`src/pwc_map.vh`:
```
// Constants for the polling and wake-up control block.
`ifndef PWC_MAP_VH
`define PWC_MAP_VH

// Base tick divider: crystal periods per base tick for each level of the mode pin.
`define PWC_DIV_MODE_L        4'ha
`define PWC_DIV_MODE_H        4'he
`define PWC_DIV_W             4

// Base tick periods for the two reference crystals, in picoseconds.
`define PWC_TCLK_MODE_L_PS    2038300
`define PWC_TCLK_MODE_H_PS    2069700

// Extended tick lengths in base ticks, one per baud range.
`define PWC_EXT_LEN_R0        4'h8
`define PWC_EXT_LEN_R1        4'h4
`define PWC_EXT_LEN_R2        4'h2
`define PWC_EXT_LEN_R3        4'h1
`define PWC_EXT_W             4

// Sleep interval: sleep field times extension factor times this shift of base ticks.
`define PWC_SLEEP_SHIFT       10
`define PWC_SLEEP_XSHIFT      3
`define PWC_SLEEP_W           18
`define PWC_SLEEP_MAX         5'h1f

// Start-up settling time in base ticks.
`define PWC_STARTUP_TICKS     10'h0c8
`define PWC_STARTUP_W         10

// Bit-check configuration and limit counter.
`define PWC_NBITS_0           4'h0
`define PWC_NBITS_1           4'h3
`define PWC_NBITS_2           4'h6
`define PWC_NBITS_3           4'h9
`define PWC_CHECK_W           5
`define PWC_LIM_W             6
`define PWC_LIM_SAT           6'h3f

// Phase codes shown on the phase output.
`define PWC_PH_SLEEP          2'h0
`define PWC_PH_STARTUP        2'h1
`define PWC_PH_CHECK          2'h2
`define PWC_PH_RECEIVE        2'h3

`endif

```
`src/pwc_tick_gen.v`:
```
// Base tick and extended tick generator for the polling control block.
`timescale 1ns/10ps
`include "pwc_map.vh"

module pwc_tick_gen (
    input  wire       clk,
    input  wire       rst_n,
    input  wire       mode_sel,
    input  wire [1:0] baud_range_select,
    output reg        base_tick_r,
    output reg        extended_tick_r
);

    reg  [`PWC_DIV_W-1:0] div_cnt_r;
    reg  [`PWC_EXT_W-1:0] ext_cnt_r;
    wire [`PWC_DIV_W-1:0] div_last;
    reg  [`PWC_EXT_W-1:0] ext_last;
    wire                  base_now;

    // The mode pin picks the crystal division factor.
    assign div_last = mode_sel ? (`PWC_DIV_MODE_H - 4'h1) : (`PWC_DIV_MODE_L - 4'h1);
    assign base_now = (div_cnt_r >= div_last);

    always @* begin
        case (baud_range_select)
            2'h0:    ext_last = `PWC_EXT_LEN_R0 - 4'h1;
            2'h1:    ext_last = `PWC_EXT_LEN_R1 - 4'h1;
            2'h2:    ext_last = `PWC_EXT_LEN_R2 - 4'h1;
            default: ext_last = `PWC_EXT_LEN_R3 - 4'h1;
        endcase
    end

    always @(posedge clk) begin
        if (!rst_n) begin
            div_cnt_r       <= {`PWC_DIV_W{1'b0}};
            ext_cnt_r       <= {`PWC_EXT_W{1'b0}};
            base_tick_r     <= 1'b0;
            extended_tick_r <= 1'b0;
        end else begin
            // Comparing with >= lets a mode change mid-period finish cleanly.
            div_cnt_r   <= base_now ? {`PWC_DIV_W{1'b0}} : div_cnt_r + 4'h1;
            base_tick_r <= base_now;
            extended_tick_r <= 1'b0;
            if (base_now) begin
                if (ext_cnt_r >= ext_last) begin
                    ext_cnt_r       <= {`PWC_EXT_W{1'b0}};
                    extended_tick_r <= 1'b1;
                end else begin
                    ext_cnt_r <= ext_cnt_r + 4'h1;
                end
            end
        end
    end

endmodule

```
`src/pwc_polling_ctrl.v`:
```
// Polling and wake-up control of a low-power receiver: sleep, start-up, bit check, receive.
// Function
// - Filter corner follows selected baud range.
// - All timing derives from one base tick.
// - Mode pin picks crystal division factor.
// - Division gives about 2.04 or 2.07 us.
// - Extended tick is 8,4,2,1 base ticks.
// - Loop sleep, start-up, bit check while polling.
// - Signal path disabled during sleep interval.
// - Start-up enables and settles signal path.
// - Failed bit check returns to sleep.
// - Stay active only after valid signal.
// - Indicator pin shows sleep or active.
// - Sleep lasts field times factor times 1024.
// - Extension factor 1, or 8 when selected.
// - Highest sleep value sleeps until reprogrammed.
// - Host pin switches receiver on and off.
// - Host configures polling parameters except the fixed start-up time.
// - Bits checked selectable 0,3,6,9, two edges each.
// - Edge time outside window ends check.
// - Receive mode held until explicit return.
`timescale 1ns/10ps
`include "pwc_map.vh"

module pwc_polling_ctrl (
    input  wire       CLOCK,
    input  wire       RST_N,
    input  wire       MODE_SEL,
    input  wire [1:0] BAUD_RANGE_SELECT,
    input  wire [4:0] SLEEP_VALUE,
    input  wire       SLEEP_EXTENSION_SELECT,
    input  wire [1:0] BIT_CHECK_COUNT,
    input  wire [5:0] LIM_MIN,
    input  wire [5:0] LIM_MAX,
    input  wire       RX_ON_N,
    input  wire       RETURN_TO_POLLING,
    input  wire       DEMOD_IN,
    output reg  [1:0] FILTER_CORNER,
    output reg        ACTIVITY_INDICATOR,
    output reg        SIGNAL_ENABLE,
    output reg        RECEIVING,
    output reg        DATA_OUT,
    output reg  [1:0] PHASE,
    output reg        BASE_TICK,
    output reg        EXTENDED_TICK
);

    localparam [1:0] ST_SLEEP   = 2'h0;
    localparam [1:0] ST_STARTUP = 2'h1;
    localparam [1:0] ST_CHECK   = 2'h2;
    localparam [1:0] ST_RECEIVE = 2'h3;

    wire base_tick;
    wire extended_tick;

    reg  [1:0]                  state_r;
    reg  [1:0]                  state_nxt;
    reg  [`PWC_SLEEP_W-1:0]     sleep_cnt_r;
    reg  [`PWC_SLEEP_W-1:0]     sleep_cnt_nxt;
    reg  [`PWC_STARTUP_W-1:0]   startup_cnt_r;
    reg  [`PWC_STARTUP_W-1:0]   startup_cnt_nxt;
    reg  [`PWC_LIM_W-1:0]       cv_lim_r;
    reg  [`PWC_LIM_W-1:0]       cv_lim_nxt;
    reg  [`PWC_CHECK_W-1:0]     checks_r;
    reg  [`PWC_CHECK_W-1:0]     checks_nxt;
    reg                         first_edge_r;
    reg                         first_edge_nxt;
    reg  [4:0]                  sleep_prev_r;
    reg                         rx_on_prev_r;
    reg                         data_sync_r;
    reg                         data_sync_nxt;

    wire                        sleep_changed;
    wire                        permanent_sleep;
    wire                        edge_seen;
    wire [`PWC_LIM_W-1:0]       cv_step;
    wire [`PWC_CHECK_W-1:0]     checks_needed;
    wire                        window_ok;
    wire                        window_expired;
    wire                        host_off_release;

    // Sleep interval in base ticks: field times extension factor times 1024.
    function [`PWC_SLEEP_W-1:0] sleep_load;
        input [4:0] field;
        input       ext_sel;
        reg   [`PWC_SLEEP_W-1:0] base;
        begin
            base = {{(`PWC_SLEEP_W-15){1'b0}}, field, {`PWC_SLEEP_SHIFT{1'b0}}};
            if (ext_sel) begin
                sleep_load = base << `PWC_SLEEP_XSHIFT;
            end else begin
                sleep_load = base;
            end
        end
    endfunction

    // Edge-to-edge checks needed: two per requested bit.
    function [`PWC_CHECK_W-1:0] edge_checks;
        input [1:0] sel;
        reg   [3:0] bits;
        begin
            case (sel)
                2'h0:    bits = `PWC_NBITS_0;
                2'h1:    bits = `PWC_NBITS_1;
                2'h2:    bits = `PWC_NBITS_2;
                default: bits = `PWC_NBITS_3;
            endcase
            edge_checks = {bits, 1'b0};
        end
    endfunction

    function [1:0] phase_code;
        input [1:0] st;
        begin
            case (st)
                ST_SLEEP:   phase_code = `PWC_PH_SLEEP;
                ST_STARTUP: phase_code = `PWC_PH_STARTUP;
                ST_CHECK:   phase_code = `PWC_PH_CHECK;
                default:    phase_code = `PWC_PH_RECEIVE;
            endcase
        end
    endfunction

    pwc_tick_gen u_tick (
        .clk               (CLOCK),
        .rst_n             (RST_N),
        .mode_sel          (MODE_SEL),
        .baud_range_select (BAUD_RANGE_SELECT),
        .base_tick_r       (base_tick),
        .extended_tick_r   (extended_tick)
    );

    assign sleep_changed   = (SLEEP_VALUE != sleep_prev_r);
    assign permanent_sleep = (SLEEP_VALUE == `PWC_SLEEP_MAX);
    assign checks_needed   = edge_checks(BIT_CHECK_COUNT);
    // Demodulator output is only looked at on extended ticks, which debounces it.
    assign edge_seen       = extended_tick && (DEMOD_IN != data_sync_r);
    assign cv_step         = (cv_lim_r == `PWC_LIM_SAT) ? cv_lim_r : cv_lim_r + 6'h01;
    assign window_ok       = (cv_step >= LIM_MIN) && (cv_step < LIM_MAX);
    assign window_expired  = (cv_step >= LIM_MAX);
    assign host_off_release = RX_ON_N && !rx_on_prev_r;

    always @* begin
        state_nxt       = state_r;
        sleep_cnt_nxt   = sleep_cnt_r;
        startup_cnt_nxt = startup_cnt_r;
        cv_lim_nxt      = cv_lim_r;
        checks_nxt      = checks_r;
        first_edge_nxt  = first_edge_r;
        data_sync_nxt   = data_sync_r;

        if (extended_tick) begin
            data_sync_nxt = DEMOD_IN;
        end

        case (state_r)
            ST_SLEEP: begin
                // Signal path stays off for the whole interval.
                if (sleep_changed) begin
                    sleep_cnt_nxt = sleep_load(SLEEP_VALUE, SLEEP_EXTENSION_SELECT);
                end else if (permanent_sleep) begin
                    sleep_cnt_nxt = sleep_cnt_r;
                end else if (sleep_cnt_r == {`PWC_SLEEP_W{1'b0}}) begin
                    state_nxt       = ST_STARTUP;
                    startup_cnt_nxt = `PWC_STARTUP_TICKS;
                end else if (base_tick) begin
                    sleep_cnt_nxt = sleep_cnt_r - 18'h00001;
                end
            end
            ST_STARTUP: begin
                if (startup_cnt_r == {`PWC_STARTUP_W{1'b0}}) begin
                    state_nxt      = ST_CHECK;
                    cv_lim_nxt     = {`PWC_LIM_W{1'b0}};
                    checks_nxt     = {`PWC_CHECK_W{1'b0}};
                    first_edge_nxt = 1'b0;
                end else if (base_tick) begin
                    startup_cnt_nxt = startup_cnt_r - 10'h001;
                end
            end
            ST_CHECK: begin
                if (checks_r >= checks_needed) begin
                    state_nxt = ST_RECEIVE;
                end else if (extended_tick) begin
                    if (edge_seen) begin
                        cv_lim_nxt     = {`PWC_LIM_W{1'b0}};
                        first_edge_nxt = 1'b1;
                        // The first edge only starts timing; the one before it is unknown.
                        if (first_edge_r) begin
                            if (window_ok) begin
                                checks_nxt = checks_r + 5'h01;
                            end else begin
                                state_nxt = ST_SLEEP;
                            end
                        end
                    end else if (window_expired) begin
                        state_nxt = ST_SLEEP;
                    end else begin
                        cv_lim_nxt = cv_step;
                    end
                end
            end
            default: begin
                if (RETURN_TO_POLLING) begin
                    state_nxt = ST_SLEEP;
                end
            end
        endcase

        if (state_r != ST_SLEEP && state_nxt == ST_SLEEP) begin
            sleep_cnt_nxt = sleep_load(SLEEP_VALUE, SLEEP_EXTENSION_SELECT);
        end

        // The host pin overrides the polling loop in both directions.
        if (!RX_ON_N) begin
            state_nxt = ST_RECEIVE;
        end else if (host_off_release) begin
            state_nxt     = ST_SLEEP;
            sleep_cnt_nxt = sleep_load(SLEEP_VALUE, SLEEP_EXTENSION_SELECT);
        end
    end

    always @(posedge CLOCK) begin
        if (!RST_N) begin
            state_r       <= ST_SLEEP;
            sleep_cnt_r   <= {`PWC_SLEEP_W{1'b0}};
            startup_cnt_r <= {`PWC_STARTUP_W{1'b0}};
            cv_lim_r      <= {`PWC_LIM_W{1'b0}};
            checks_r      <= {`PWC_CHECK_W{1'b0}};
            first_edge_r  <= 1'b0;
            sleep_prev_r  <= 5'h00;
            rx_on_prev_r  <= 1'b1;
            data_sync_r   <= 1'b1;
        end else begin
            state_r       <= state_nxt;
            sleep_cnt_r   <= sleep_cnt_nxt;
            startup_cnt_r <= startup_cnt_nxt;
            cv_lim_r      <= cv_lim_nxt;
            checks_r      <= checks_nxt;
            first_edge_r  <= first_edge_nxt;
            sleep_prev_r  <= SLEEP_VALUE;
            rx_on_prev_r  <= RX_ON_N;
            data_sync_r   <= data_sync_nxt;
        end
    end

    // Phase, indicator, enable, receiving and data outputs are registered from the next state so they track the phase without lag.
    always @(posedge CLOCK) begin
        if (!RST_N) begin
            FILTER_CORNER      <= 2'h0;
            ACTIVITY_INDICATOR <= 1'b0;
            SIGNAL_ENABLE      <= 1'b0;
            RECEIVING          <= 1'b0;
            DATA_OUT           <= 1'b1;
            PHASE              <= `PWC_PH_SLEEP;
            BASE_TICK          <= 1'b0;
            EXTENDED_TICK      <= 1'b0;
        end else begin
            FILTER_CORNER      <= BAUD_RANGE_SELECT;
            ACTIVITY_INDICATOR <= (state_nxt != ST_SLEEP);
            SIGNAL_ENABLE      <= (state_nxt != ST_SLEEP);
            RECEIVING          <= (state_nxt == ST_RECEIVE);
            // Data reaches the host only in receive mode; idle level is high otherwise.
            DATA_OUT           <= (state_nxt == ST_RECEIVE) ? data_sync_nxt : 1'b1;
            PHASE              <= phase_code(state_nxt);
            BASE_TICK          <= base_tick;
            EXTENDED_TICK      <= extended_tick;
        end
    end

endmodule

```
`config.mk`:
```
export PLATFORM = sky130hd
export DESIGN_NAME = pwc_polling_ctrl
export DESIGN_NICKNAME = d
export VERILOG_FILES = /design/src/pwc_tick_gen.v /design/src/pwc_polling_ctrl.v
export VERILOG_INCLUDE_DIRS = /design/src
export SDC_FILE = /design/constraint.sdc
export NUM_CORES = 1
export LEC_CHECK = 0
export BUFFER_PORTS_ARGS = -buffer_cell sky130_fd_sc_hd__buf_2
export CORE_UTILIZATION = 45
export CTS_CLUSTER_DIAMETER = 120
export DETAILED_ROUTE_END_ITERATION = 7
export GPL_ROUTABILITY_DRIVEN = 1
export GPL_TIMING_DRIVEN = 0
export PLACE_DENSITY = 0.66
export SKIP_LAST_GASP = 1
export SLEW_MARGIN = 40
export SYNTH_ARGS = -nofsm -noshare
export SYNTH_HDL_FRONTEND = slang
export SYNTH_SLANG_ARGS = --single-unit
```
`constraint.sdc`:
```
create_clock -name CLOCK -period 3.2 [get_ports CLOCK]
set_input_delay 0.64 -clock CLOCK [delete_from_list [all_inputs] [get_ports CLOCK]]
set_output_delay 0.64 -clock CLOCK [all_outputs]
set_load 0.005 [all_outputs]
```
Yosys cells after proc, flatten, opt, wreduce, memory -nomap -nowiden
Index checks and enable logic that the tools add are counted.
{ "totals": {"wordCells": 136, "output_inout_bits": 10, "reg_bits": 68, "input_bits": 28} }
{ "classes": {"n_eq_ne": 25, "n_lt_le_gt_ge": 6, "add_sub_neg": 6, "n_reduce_logical": 23, "mux": 55, "bitwise": 1} }
{ "op_table": {"columns": ["cell", "n"], "rows": [
  ["$mux 18", 9],
  ["$mux 10", 5],
  ["$mux 6", 6],
  ["$mux 5", 6],
  ["$mux 2", 13],
  ["$pmux 10 s2", 1],
  ["$logic_not 18->1", 1],
  ["$ne 2x2->1 const B", 9],
  ["$sub 18x1->18 const B", 1],
  ["$ge 6x6->1", 2],
  ["$pmux 2 s3", 2],
  ["$pmux 4 s3", 1],
  ["$pmux 6 s2", 1],
  ["$eq 2x2->1 const B", 5],
  ["$logic_not 10->1", 1],
  ["$logic_not 2->1", 5],
  ["$pmux 5 s2", 1],
  ["$reduce_and 5->1", 2],
  ["$sub 10x1->10 const B", 1],
  ["$pmux 3 s3", 1],
  ["$add 4x1->4 const B", 2],
  ["$eq 2x1->1 const B", 4],
  ["$reduce_bool 2->1", 4],
  ["$reduce_and 7->1", 1],
  ["22 further kinds", 32]
]} }

Longest topological paths before layout
Gate-level depths: netlist of the first run.
{ "logic_depth": {"word_depth": 15, "depth_mapped": 14, "ltp_nobuf": 13} }

Hierarchy
From an unflattened synthesis of the first run, not the netlist that was laid out.
{ "hier_totals": {"cells_unflattened": 479, "area_unflattened_um2": 3965.1} }
{ "modules_own_cells": {"columns": ["module", "area_per_inst_um2", "seq_area_each_um2", "cells_each", "n_inst"], "rows": [
  ["pwc_polling_ctrl", 3444.6, 1141.1, 421, 1],
  ["pwc_tick_gen", 520.5, 200.2, 58, 1]
]} }

Worst setup path after synthesis of the first run
Ideal clock, no wire load.
{ "synth_path": {"path_type": "register to register", "from": "register cv_lim_r[0]", "to": "register sleep_cnt_r[0]", "path_slack_ns": 0.082, "required_ns": 3.132, "stages_incl_launch_ff": 13, "setup_ns": 0.068, "path_buffers": 1, "arrival_time_ns": 3.050, "synth_period_minus_slack_ns": 3.118, "cell_sequence": "dfxtp_1 -> ha_1 -> and3_1 -> nand3_1 -> mux2_2 -> ha_1 -> a21o_1 -> a21oi_1 -> a21oi_1 -> o31ai_1 -> clkbuf_1 -> nand3_1 -> nor2_1"} }
{ "synth_between": {"elab_chain_len": 15, "elab_cells_between_ends": 19, "cone_classes": "add/sub (1); order compare (3); eq/ne (1); mux (11); reduce/logical (3)"} }
{ "synth_rtl": {"columns": ["item", "line", "text"], "rows": [
  ["start: declaration", "pwc_polling_ctrl.v:62", "reg [`PWC_LIM_W-1:0] cv_lim_r;"],
  ["start signal: assignment", "pwc_polling_ctrl.v:227", "cv_lim_r <= {`PWC_LIM_W{1'b0}};"],
  ["start signal: assignment", "pwc_polling_ctrl.v:237", "cv_lim_r <= cv_lim_nxt;"],
  ["$add 6x1->6 or $eq 6x6->1 (tied branches)", null, null],
  ["$mux 6 *", "pwc_polling_ctrl.v:138", "assign cv_step = (cv_lim_r == `PWC_LIM_SAT) ? cv_lim_r : cv_lim_r + 6'h01;"],
  ["$ge 6x6->1 or $lt 6x6->1 (tied branches)", "pwc_polling_ctrl.v:139", "assign window_ok = (cv_step >= LIM_MIN) && (cv_step < LIM_MAX);"],
  ["$logic_and 1x1->1", "pwc_polling_ctrl.v:139", null],
  ["$mux 2", "pwc_polling_ctrl.v:189", "if (window_ok) begin"],
  ["$mux 2", "pwc_polling_ctrl.v:188", "if (first_edge_r) begin"],
  ["$mux 2 *", "pwc_polling_ctrl.v:184", "if (edge_seen) begin"],
  ["$mux 2 *", "pwc_polling_ctrl.v:183", "end else if (extended_tick) begin"],
  ["$mux 2 *", "pwc_polling_ctrl.v:181", "if (checks_r >= checks_needed) begin"],
  ["$pmux 2 s3 *", "pwc_polling_ctrl.v:156", "case (state_r)"],
  ["$logic_not 2->1 *", "pwc_polling_ctrl.v:209", "if (state_r != ST_SLEEP && state_nxt == ST_SLEEP) begin"],
  ["$logic_and 1x1->1 *", "pwc_polling_ctrl.v:209", null],
  ["$mux 18 *", "pwc_polling_ctrl.v:209", null],
  ["$mux 18", "pwc_polling_ctrl.v:216", "end else if (host_off_release) begin"],
  ["$mux 18 *", "pwc_polling_ctrl.v:214", "if (!RX_ON_N) begin"],
  ["end signal: assignment", "pwc_polling_ctrl.v:225", "sleep_cnt_r <= {`PWC_SLEEP_W{1'b0}};"],
  ["end signal: assignment", "pwc_polling_ctrl.v:235", "sleep_cnt_r <= sleep_cnt_nxt;"],
  ["end: declaration", "pwc_polling_ctrl.v:58", "reg [`PWC_SLEEP_W-1:0] sleep_cnt_r;"]
]} }
Mark *: on every way between the ends. The rest lies on a longest branch, timed or not.
A chain may end at the register's enable or synchronous reset.

Final worst setup path of the first run
{ "layout_path": {"from": "register cv_lim_r[1]", "to": "register sleep_cnt_r[17]"} }
The elaborated chain is that of the path after synthesis.

==> results of run 1 <==
==> synth_stat cells (6+ instances only) <==
library cell and instances:
clkbuf_1 9, nor4_1 6, nor2_1 60, nor2b_1 6
mux2i_1 6, and2_1 12, dfxtp_1 67, o21a_1 7
inv_1 30, nand3_1 16, ha_1 30, nor3_1 11
nand2b_1 11, xor2_1 12, xnor2_1 17, nand2_1 42
o21ai_0 11, a21oi_1 30, and3_1 6, or3_1 11
==> placed cells by master (no fill, tap or decap), types with 6 or more instances in the layout <==
cell	count
o21a_1	7
nor2_1	59
nand2b_1	11
o21ai_0	10
buf_2	34
a21oi_1	25
xor2_1	12
or3_1	10
and2_1	12
nor3_1	7
nor4_1	6
inv_1	30
xnor2_1	16
ha_1	30
clkbuf_1	10
nor3_2	6
clkbuf_8	12
nand3_1	14
dfxtp_1	66
nor2b_1	6
mux2i_1	6
nand2_1	42
==> flip-flops by register name (all words and copies together) (netlist names), 2 cells and up <==
| name | flops |
|---|---|
| checks_r | 5 |
| u_tick.ext_cnt_r | 4 |
| u_tick.div_cnt_r | 4 |
| state_r | 2 |
| sleep_prev_r | 5 |
| cv_lim_r | 6 |
| startup_cnt_r | 10 |
| sleep_cnt_r | 18 |
| FILTER_CORNER | 2 |
==> what timing repair did <==
item	in CTS	in global routing
pin swaps	1	7
resized for setup	15	21
endpoints found under the setup margin	24	26
buffers inserted	0	0
gates cloned	1	0
==> report_power, final <==
part / internal [mW] / switching [mW] / total [mW]
Clock: 0.398 / 0.308 / 0.706
Combinational: 0.121 / 0.173 / 0.295
Sequential: 0.862 / 0.0272 / 0.889
Total: 1.38 / 0.509 / 1.89
==> per-layer routing <==
layer,global-route usage (%),vias up,wire (µm)
met2,34.2,99,4020
li1,-,1740,-
met1,25.7,1598,4180
met3,3.46,17,458
met5,0,-,0
met4,10.1,0,180
==> stage by stage <==
| step | std cells | TNS, ns | worst slack, ns |
|---|---|---|---|
| floorplan | 472 | 0 | 0.0820 |
| global placement | 611 | -9.04 | -0.643 |
| detailed placement | 611 | -9.46 | -0.648 |
| CTS | 627 | 0 | 0.00767 |
| global route | 627 | -0.128 | -0.0231 |
| finish | 627 | 0 | 0.0759 |
==> worst min-delay path by stage <==
stage          cells after the start  slack [ns]           startpoint                   to
2_1_floorplan                      1        0.44  u_tick.div_cnt_r[0]  u_tick.div_cnt_r[0]
3_3_place_gp                       1        0.47  u_tick.div_cnt_r[0]  u_tick.div_cnt_r[0]
3_5_place_dp                       2        0.48         rx_on_prev_r        SIGNAL_ENABLE
4_1_cts                            2        0.50          checks_r[0]          checks_r[0]
5_1_grt                            2        0.53          checks_r[0]          checks_r[0]
6_report                           2        0.50          checks_r[0]          checks_r[0]
==> cells by family after synthesis <==
family / after synthesis / share of synthesized area [%]
simple gates: 209 / 28.0
compound gates: 86 / 14.4
flops: 67 / 34.6
xor+xnor: 29 / 6.55
fa+ha+maj: 30 / 9.69
buf+inv: 42 / 4.26
mux: 9 / 2.42
==> critical path, cell delays in order, from the launching register on <==
cell and delay, ns:
dfxtp_1 0.40, ha_1 0.21, and3_2 0.26, nand3_4 0.14
mux2_4 0.36, ha_1 0.30, a21o_1 0.19, a21oi_4 0.17
a21oi_4 0.10, o31ai_4 0.36, clkbuf_8 0.22, nand2_1 0.11
o22ai_2 0.20
==> layout make-up <==
class                   instances  area share [%]
clock inverters                 2           0.766
well taps                     105            2.87
multi-input cells             363            55.8
flip-flops and latches         67            29.3
repair buffers                 35            3.88
plain buffers                  12            1.37
clock buffers                  13            3.47
inverters                      30            2.46
==> results.py, run 1 <==
metrics = {
    "yosys": {
        "async_flop_share_pct": 0,
        "synth_area_leaders": "dfxtp_1, ha_1, nor2_1",
        "synth_seq_cells": 67,
        "ys_types": 55,
        "yosysTopAreaCellShare_pct": 34.6,
        "ys_seq_area_share_pct": 34.6,
        "synth_fp_nets": 530,
        "synthFlopType": "dfxtp_1",
        "yosys.area.top_type": "dfxtp_1",
        "synth.avg_cell_area_um2": 8.21,
        "syn_inst": 472,
        "synth_warnings": 0,
        "syn_area_mm2": 0.00387,
        "synth_edf_count": 0,
    },
    "drt": {
        "drtAntennaViolNets": 0,
        "detail_route.wl_per_cell_um": 14.1,
        "drc": 0,
        "vias_per_cell": 5.51,
        "via_count": 3454,
        "drt_iter0_drc": 167,
        "wirelength_mm": 8.84,
        "drt_pre_antenna_iters": 4,
    },
    "worst_setup_path": {
        "worstPathMaxFanout": 6,
        "crit_required_ns": 3.47,
        "startpoint": "cv_lim_r[1]",
        "crit_path_end": "sleep_cnt_r[17]",
        "rr_startpoint": "cv_lim_r[1]",
        "crit_type": "flop to flop",
        "crit_arrival_ns": 3.39,
        "cp-start-kind": "flop",
        "cp-end-kind": "flop",
        "r2r-end": "sleep_cnt_r[17]",
        "r2r_slack_ns": 0.08,
        "rr_worst_depth": 12,
    },
    "sta": {
        "drv_slew": 0,
        "finalCritPeriodShare_pct": 97.6,
        "timing.final.crit_period_ns": 3.12,
        "tightest_slew_ns": 0.754,
        "maxSlewHeadroom_pct": 49.3,
        "finClkSkew_ns": 0.00460,
        "hold_ws_ns": 0.500,
        "finalSetupViolations": 0,
        "rsz0062_at_grt": "true",
        "fmax_ghz": 0.320,
        "hold_violations": 0,
    },
    "placement": {
        "gp_congestion": 0.891,
        "place_hpwl_mm": 6.38,
        "placed_cell_area_mm2": 0.00419,
        "io_buffers": 34,
    },
    "clocking": {
        "htreeDepth": 3,
        "cts_tree": "done",
        "cts.sinks": 67,
        "ctsHoldBuffers": 0,
        "clkTransAtPathRegs_ns": 0.07,
        "root_buffer": "clkbuf_8",
        "cts_made_buffers": 9,
        "clock_path_buffers": 2,
        "insertion_delay_ns": 0.34,
    },
    "floorplanning": {
        "row_count": 33,
        "start_util_pct": 46.9,
        "ios": 38,
        "core_mm2": 0.00826,
        "die-area_mm2": 0.00899,
        "die_h_um": 94.8,
        "die_w_um": 94.8,
    },
    "grt": {
        "grt_pass1_wl_mm": 14.4,
        "grt_pass1_vias": 3185,
        "antenna_found_initial": 0,
        "grt_overflow_total": 0,
        "track_usage_pct": 20.6,
        "grt_max_degree": 11,
    },
    "flow_run": {
        "max-cap-violations": 0,
    },
    "pwr": {
        "design_power_total_mw": 1.89,
        "p_per_area_mw_per_mm2": 413,
        "leakagePower_nw": 1.93,
        "ir_drop_v": 0.000204,
    },
    "finish": {
        "final_util_pct": 55.4,
        "area_growth_pct": 18.0,
        "fin_nets": 576,
        "fill_cells": 774,
        "regArea_mm2": 0.00134,
        "final_cell_area_mm2": 0.00457,
        "drive_above_1_share_pct": 16.9,
        "diodes": 0,
        "multi_input_area_mm2": 0.00255,
    },
    "outcome": {
        "status": "finished, final reports clean",
    },
    "worst_hold_path": {
        "hp-class": "flop to flop",
    },
}
Power figures use the tool's default switching activity.
==> run 2: changes to the inputs <==
--- a/config.mk
+++ b/config.mk
@@ -13,6 +13,7 @@
 export GPL_ROUTABILITY_DRIVEN = 1
 export GPL_TIMING_DRIVEN = 0
 export PLACE_DENSITY = 0.66
+export RECOVER_POWER = 50
 export SKIP_LAST_GASP = 1
 export SLEW_MARGIN = 40
 export SYNTH_ARGS = -nofsm -noshare
==> run 2 against run 1 <==
Critical path depth unchanged; register-to-register slack is essentially flat; clock skew rose by 0.0013 ns; cell count unchanged; wire length shrank 0.19%; worst setup slack got worse by 0.0014 ns; via count fell by 0.23%; combinational power down 3%; sequential cell count stayed put; hold slack better by 0.0023 ns; cell area down 0.52%; count of clock-buffer cells in the layout unchanged.
==> results.py, run 2 (same netlist as run 1, synthesis figures left out) <==
metrics = {
    "outcome": {
        "status": "finished, final reports clean",
    },
    "floorplanning": {
        "core_mm2": 0.00826,
        "die_h_um": 94.8,
        "start_util_pct": 46.9,
        "row_count": 33,
        "die-area_mm2": 0.00899,
        "die_w_um": 94.8,
        "ios": 38,
    },
    "finish": {
        "multi_input_area_mm2": 0.00253,
        "regMostFlops": "sleep_cnt_r",
        "drive_above_1_share_pct": 15.5,
        "final_common_cell": "dfxtp_1",
        "final_cell_mix": "dfxtp_1, nor2_1, nand2_1",
        "largest_register_ffs": 18,
        "fin_nets": 576,
        "regArea_mm2": 0.00134,
        "final_cell_area_mm2": 0.00455,
        "diodes": 0,
        "fill_cells": 783,
        "final_util_pct": 55.1,
        "final_cells": 627,
        "reg_top3": "sleep_cnt_r x18, startup_cnt_r x10, cv_lim_r x6",
        "area_growth_pct": 17.4,
    },
    "drt": {
        "via_count": 3446,
        "wirelength_mm": 8.82,
        "drt_iter0_drc": 167,
        "vias_per_cell": 5.50,
        "detail_route.wl_per_cell_um": 14.1,
        "drtAntennaViolNets": 0,
        "drt_pre_antenna_iters": 4,
        "drc": 0,
    },
    "placement": {
        "io_buffers": 34,
        "place_hpwl_mm": 6.38,
        "placed_cell_area_mm2": 0.00419,
        "dp.cells": 611,
        "gp_congestion": 0.891,
    },
    "worst_setup_path": {
        "crit_required_ns": 3.47,
        "cp-start-kind": "flop",
        "cp-end-kind": "flop",
        "r2r_slack_ns": 0.07,
        "startpoint": "cv_lim_r[1]",
        "crit_type": "flop to flop",
        "r2r-end": "sleep_cnt_r[17]",
        "crit_arrival_ns": 3.39,
        "rr_worst_depth": 12,
        "rr_startpoint": "cv_lim_r[1]",
        "worstPathMaxFanout": 6,
    },
    "grt": {
        "grt_pass1_vias": 3185,
        "track_usage_pct": 20.6,
        "antenna_found_initial": 0,
        "grt_overflow_total": 0,
        "grt_pass1_wl_mm": 14.4,
        "grt_max_degree": 11,
    },
    "clocking": {
        "clock_path_buffers": 2,
        "cts_tree": "done",
        "root_buffer": "clkbuf_8",
        "insertion_delay_ns": 0.34,
        "ctsHoldBuffers": 0,
        "clkTransAtPathRegs_ns": 0.07,
        "cts.sinks": 67,
        "cts_made_buffers": 9,
        "htreeDepth": 3,
    },
    "pwr": {
        "p_per_area_mw_per_mm2": 413,
        "ir_drop_v": 0.000201,
        "leakagePower_nw": 1.90,
    },
    "worst_hold_path": {
        "min_path_cells": 2,
        "hp-start": "checks_r[0]",
        "worstHoldEndpoint": "checks_r[0]",
        "hp-class": "flop to flop",
    },
    "sta": {
        "tightest_slew_ns": 0.763,
        "rsz0062_at_grt": "true",
        "fmax_ghz": 0.320,
        "maxSlewHeadroom_pct": 48.6,
        "drv_slew": 0,
        "finalSetupTns_ns": 0,
        "finClkSkew_ns": 0.00594,
        "finalCritPeriodShare_pct": 97.7,
        "finalSetupViolations": 0,
        "hold_violations": 0,
        "hold_ws_ns": 0.502,
        "timing.final.crit_period_ns": 3.13,
    },
    "flow_run": {
        "max-cap-violations": 0,
    },
}
## run 2: changes by cell type in the layout (fill, tap and decap cells not counted), sizes merged
cell	before	now
buf	37	31
clkbuf	23	29
## run 2: through the flow
| stage | setup slack [ns] | total power, mW |
|---|---|---|
| floorplan | 0.0820 | 1.09 |
| global placement | -0.643 | 1.17 |
| detailed placement | -0.648 | 1.17 |
| CTS | 0.00767 | 1.89 |
| global route | -0.0231 | 1.96 |
| finish | 0.0746 | 1.88 |
## run 2: layout make-up
class | instances | share of cell area [%]
timing repair buffer | 35 | 3.79
clock buffer | 13 | 3.49
tap | 105 | 2.89
clock inverter | 2 | 0.770
sequential | 67 | 29.5
buffer | 12 | 1.37
multi-input combinational | 363 | 55.7
inverter | 30 | 2.47
## run 2: report_power, final
part           switching (mW)  internal, mW  total, mW
clock network           0.307         0.398      0.704
logic                   0.172         0.113      0.285
registers              0.0269         0.862      0.889
## run 2: worst max-delay path by stage
| stage | end | slack, ns | cells after the start |
|---|---|---|---|
| global route | sleep_cnt_r[11] | -0.02 | 11 |
| finish | sleep_cnt_r[17] | 0.07 | 12 |
| global placement | sleep_cnt_r[9] | -0.64 | 12 |
| detailed placement | sleep_cnt_r[7] | -0.65 | 12 |
| floorplan | sleep_cnt_r[0] | 0.08 | 12 |
| CTS | DATA_OUT | 0.008 | 11 |
## run 2: worst max-delay path, stage by stage, from the launching register on
cell and delay [ns]:
dfxtp_1 0.40, ha_1 0.21, and3_2 0.26, nand3_4 0.14, mux2_4 0.36, ha_1 0.30
a21o_1 0.19, a21oi_4 0.17, a21oi_4 0.10, o31ai_4 0.37, clkbuf_8 0.23, nand2_1 0.10
o22ai_2 0.20
## run 2: repair_timing
action                                  CTS  global route
endpoints found under the setup margin   24            26
pin swaps                                 1             7
resized for setup                        15            21
buffers inserted                          0             0
gates cloned                              1             0
## run 2: per-layer routing
metal	track usage, %	vias up	share of wire, %
met5	0	-	0
met3	3.46	12	6.0
met2	34.2	109	46
met1	25.7	1582	47
li1	-	1743	-
met4	10.1	0	1.2
==> run 3: changes to the inputs <==
--- a/config.mk
+++ b/config.mk
@@ -7,12 +7,14 @@
 export NUM_CORES = 1
 export LEC_CHECK = 0
 export BUFFER_PORTS_ARGS = -buffer_cell sky130_fd_sc_hd__buf_2
-export CORE_UTILIZATION = 45
+export CELL_PAD_IN_SITES_DETAIL_PLACEMENT = 1
+export CELL_PAD_IN_SITES_GLOBAL_PLACEMENT = 2
+export CORE_UTILIZATION = 32
 export CTS_CLUSTER_DIAMETER = 120
 export DETAILED_ROUTE_END_ITERATION = 7
 export GPL_ROUTABILITY_DRIVEN = 1
 export GPL_TIMING_DRIVEN = 0
-export PLACE_DENSITY = 0.66
+export PLACE_DENSITY_LB_ADDON = 0.1
 export RECOVER_POWER = 50
 export SKIP_LAST_GASP = 1
 export SLEW_MARGIN = 40
==> run 3 against run 2 <==
The flow now finishes with violations (DRC); global-route usage decreased by 3.2 points; worst setup slack about the same; via count decreased by 0.23%; power increased by 16%; utilization decreased by 15 points; clock skew increased by 0.00090 ns; first-iteration DRC count decreased by 23%; critical endpoint is now sleep_cnt_r[12]; largest power group is now the clock network.
==> results.py, run 3 (same netlist as run 1, synthesis figures left out) <==
metrics = {
    "floorplanning": {
        "start_util_pct": 33.4,
        "row_count": 39,
        "die-area_mm2": 0.0126,
        "core_mm2": 0.0116,
        "die_h_um": 112,
        "die_w_um": 112,
        "ios": 38,
    },
    "worst_setup_path": {
        "startpoint": "cv_lim_r[0]",
        "critPathTopFamily": "compound AO/OA/AOI/OAI gates",
        "cpMostUsedCell": "ha_1",
        "crit_arrival_ns": 3.35,
        "cp-start-kind": "flop",
        "rr_startpoint": "cv_lim_r[0]",
        "crit_buf_inv": 1,
        "cp_cell_sequence": "ha_1, and3_2, nand3_4, mux2_2, ha_1, a21oi_1, o221ai_2, a21oi_2, o31ai_4, buf_4, and2_1, o211a_1",
        "crit_required_ns": 3.43,
        "crit_type": "flop to flop",
        "crit_path_max_incr_delay_ns": 0.39,
        "worstPathMaxFanout": 6,
        "cp-end-kind": "flop",
        "cpMaxStageDelayCell": "mux2_2",
    },
    "finish": {
        "reg_top3": "sleep_cnt_r x18, startup_cnt_r x10, cv_lim_r x6",
        "diodes": 0,
        "largest_register_ffs": 18,
        "final_cell_mix": "dfxtp_1, nor2_1, nand2_1, inv_1, ha_1",
        "final_common_cell": "dfxtp_1",
        "final_cell_area_mm2": 0.00468,
        "area_growth_pct": 20.9,
        "drive_above_1_share_pct": 16.1,
        "regMostFlops": "sleep_cnt_r",
        "fin_nets": 576,
    },
    "clocking": {
        "ctsHoldBuffers": 0,
        "insertion_delay_ns": 0.34,
        "clkTransAtPathRegs_ns": 0.05,
        "cts.sinks": 67,
        "root_buffer": "clkbuf_16",
        "cts_tree": "done",
        "htreeDepth": 3,
        "cts_made_buffers": 9,
        "clock_path_buffers": 2,
    },
    "worst_hold_path": {
        "hp-class": "flop to flop",
        "hp-start": "u_tick.div_cnt_r[0]",
    },
    "grt": {
        "met1_usage_pct": 23.6,
        "antenna_found_initial": 0,
        "use_met3_pct": 3.02,
        "grt_pass1_wl_mm": 17.0,
        "busiest_layer": "met2",
        "grt_overflow_total": 0,
        "grtUsageMet2_pct": 27.3,
        "grt_pass1_vias": 3475,
        "track_usage_pct": 17.4,
        "grt_max_degree": 12,
    },
    "sta": {
        "finalSetupViolations": 0,
        "maxSlewHeadroom_pct": 28.4,
        "finalCritPeriodShare_pct": 97.7,
        "tightest_slew_ns": 1.07,
        "fin_ws_ns": 0.0748,
        "timing.final.crit_period_ns": 3.13,
        "finClkSkew_ns": 0.00685,
        "drv_slew": 0,
        "fmax_ghz": 0.320,
        "hold_ws_ns": 0.489,
        "rsz0062_at_grt": "true",
        "hold_violations": 0,
    },
    "placement": {
        "post-place-ws_ns": -0.914,
        "place_hpwl_mm": 7.90,
        "placed_cell_area_mm2": 0.00423,
        "io_buffers": 34,
        "gp_congestion": 0.782,
    },
    "pwr": {
        "leakagePower_nw": 1.95,
        "design_power_total_mw": 2.18,
        "ir_drop_v": 0.000358,
        "p_per_area_mw_per_mm2": 466,
    },
    "drt": {
        "drtAntennaViolNets": 0,
        "vias_per_cell": 5.16,
        "detail_route.wl_per_cell_um": 15.6,
        "drt_iter0_drc": 129,
        "drt_pre_antenna_iters": 6,
        "wirelength_mm": 10.4,
        "drc": 4,
        "via_count": 3438,
    },
    "outcome": {
        "status": "complete, but fails checks",
        "violations": "DRC",
    },
    "flow_run": {
        "max-cap-violations": 0,
    },
}
[run 3: cell types whose count changed in the layout (fill, tap and decap cells not counted), sizes merged]
cell      change
clkinvlp      +1
buf           +1
clkinv        +2
clkbuf        -3
[run 3: stage by stage]
stage	TNS, ns	std cells	util, %
finish	0	666	40.3
global route	-0.294	666	40.3
CTS	0	666	39.5
detailed placement	-14.12	649	36.5
global placement	-13.50	649	36.4
floorplan	0	472	-
[run 3: power breakdown]
part	switching, mW	internal [mW]	total, mW
sequential	0.0284	0.863	0.891
clock	0.372	0.620	0.992
combinational	0.180	0.120	0.300
total	0.580	1.60	2.18
[run 3: metal layers]
metal	up-vias	routed length [µm]	part of all wire, %
met5	-	0	0
met4	0	143	1.4
met3	14	329	3.2
met2	48	4630	44
met1	1629	5320	51
li1	1747	-	-
[run 3: final cells by class]
class / count / area [µm²]
timing repair buffer: 35 / 171
sequential: 67 / 1340
buffer: 12 / 62.6
fill: 1389 / 6930
clock buffer: 11 / 243
inverter: 30 / 113
multi-input combinational: 363 / 2520
tap: 143 / 179
clock inverter: 5 / 52.6
[run 3: final timing paths]
check | slack [ns] | cells past startpoint | end
setup / recovery | 0.07 | 12 | sleep_cnt_r[12]
hold / removal | 0.49 | 1 | u_tick.div_cnt_r[0]
hold reg to reg | 0.49 | 1 | u_tick.div_cnt_r[0]
setup reg to reg | 0.07 | 12 | sleep_cnt_r[12]
[run 3: timing repair]
item                                    CTS  global route
setup buffers                             1             0
gates resized for setup                  12            20
endpoints found under the setup margin   29            30
pin swaps                                 3             5
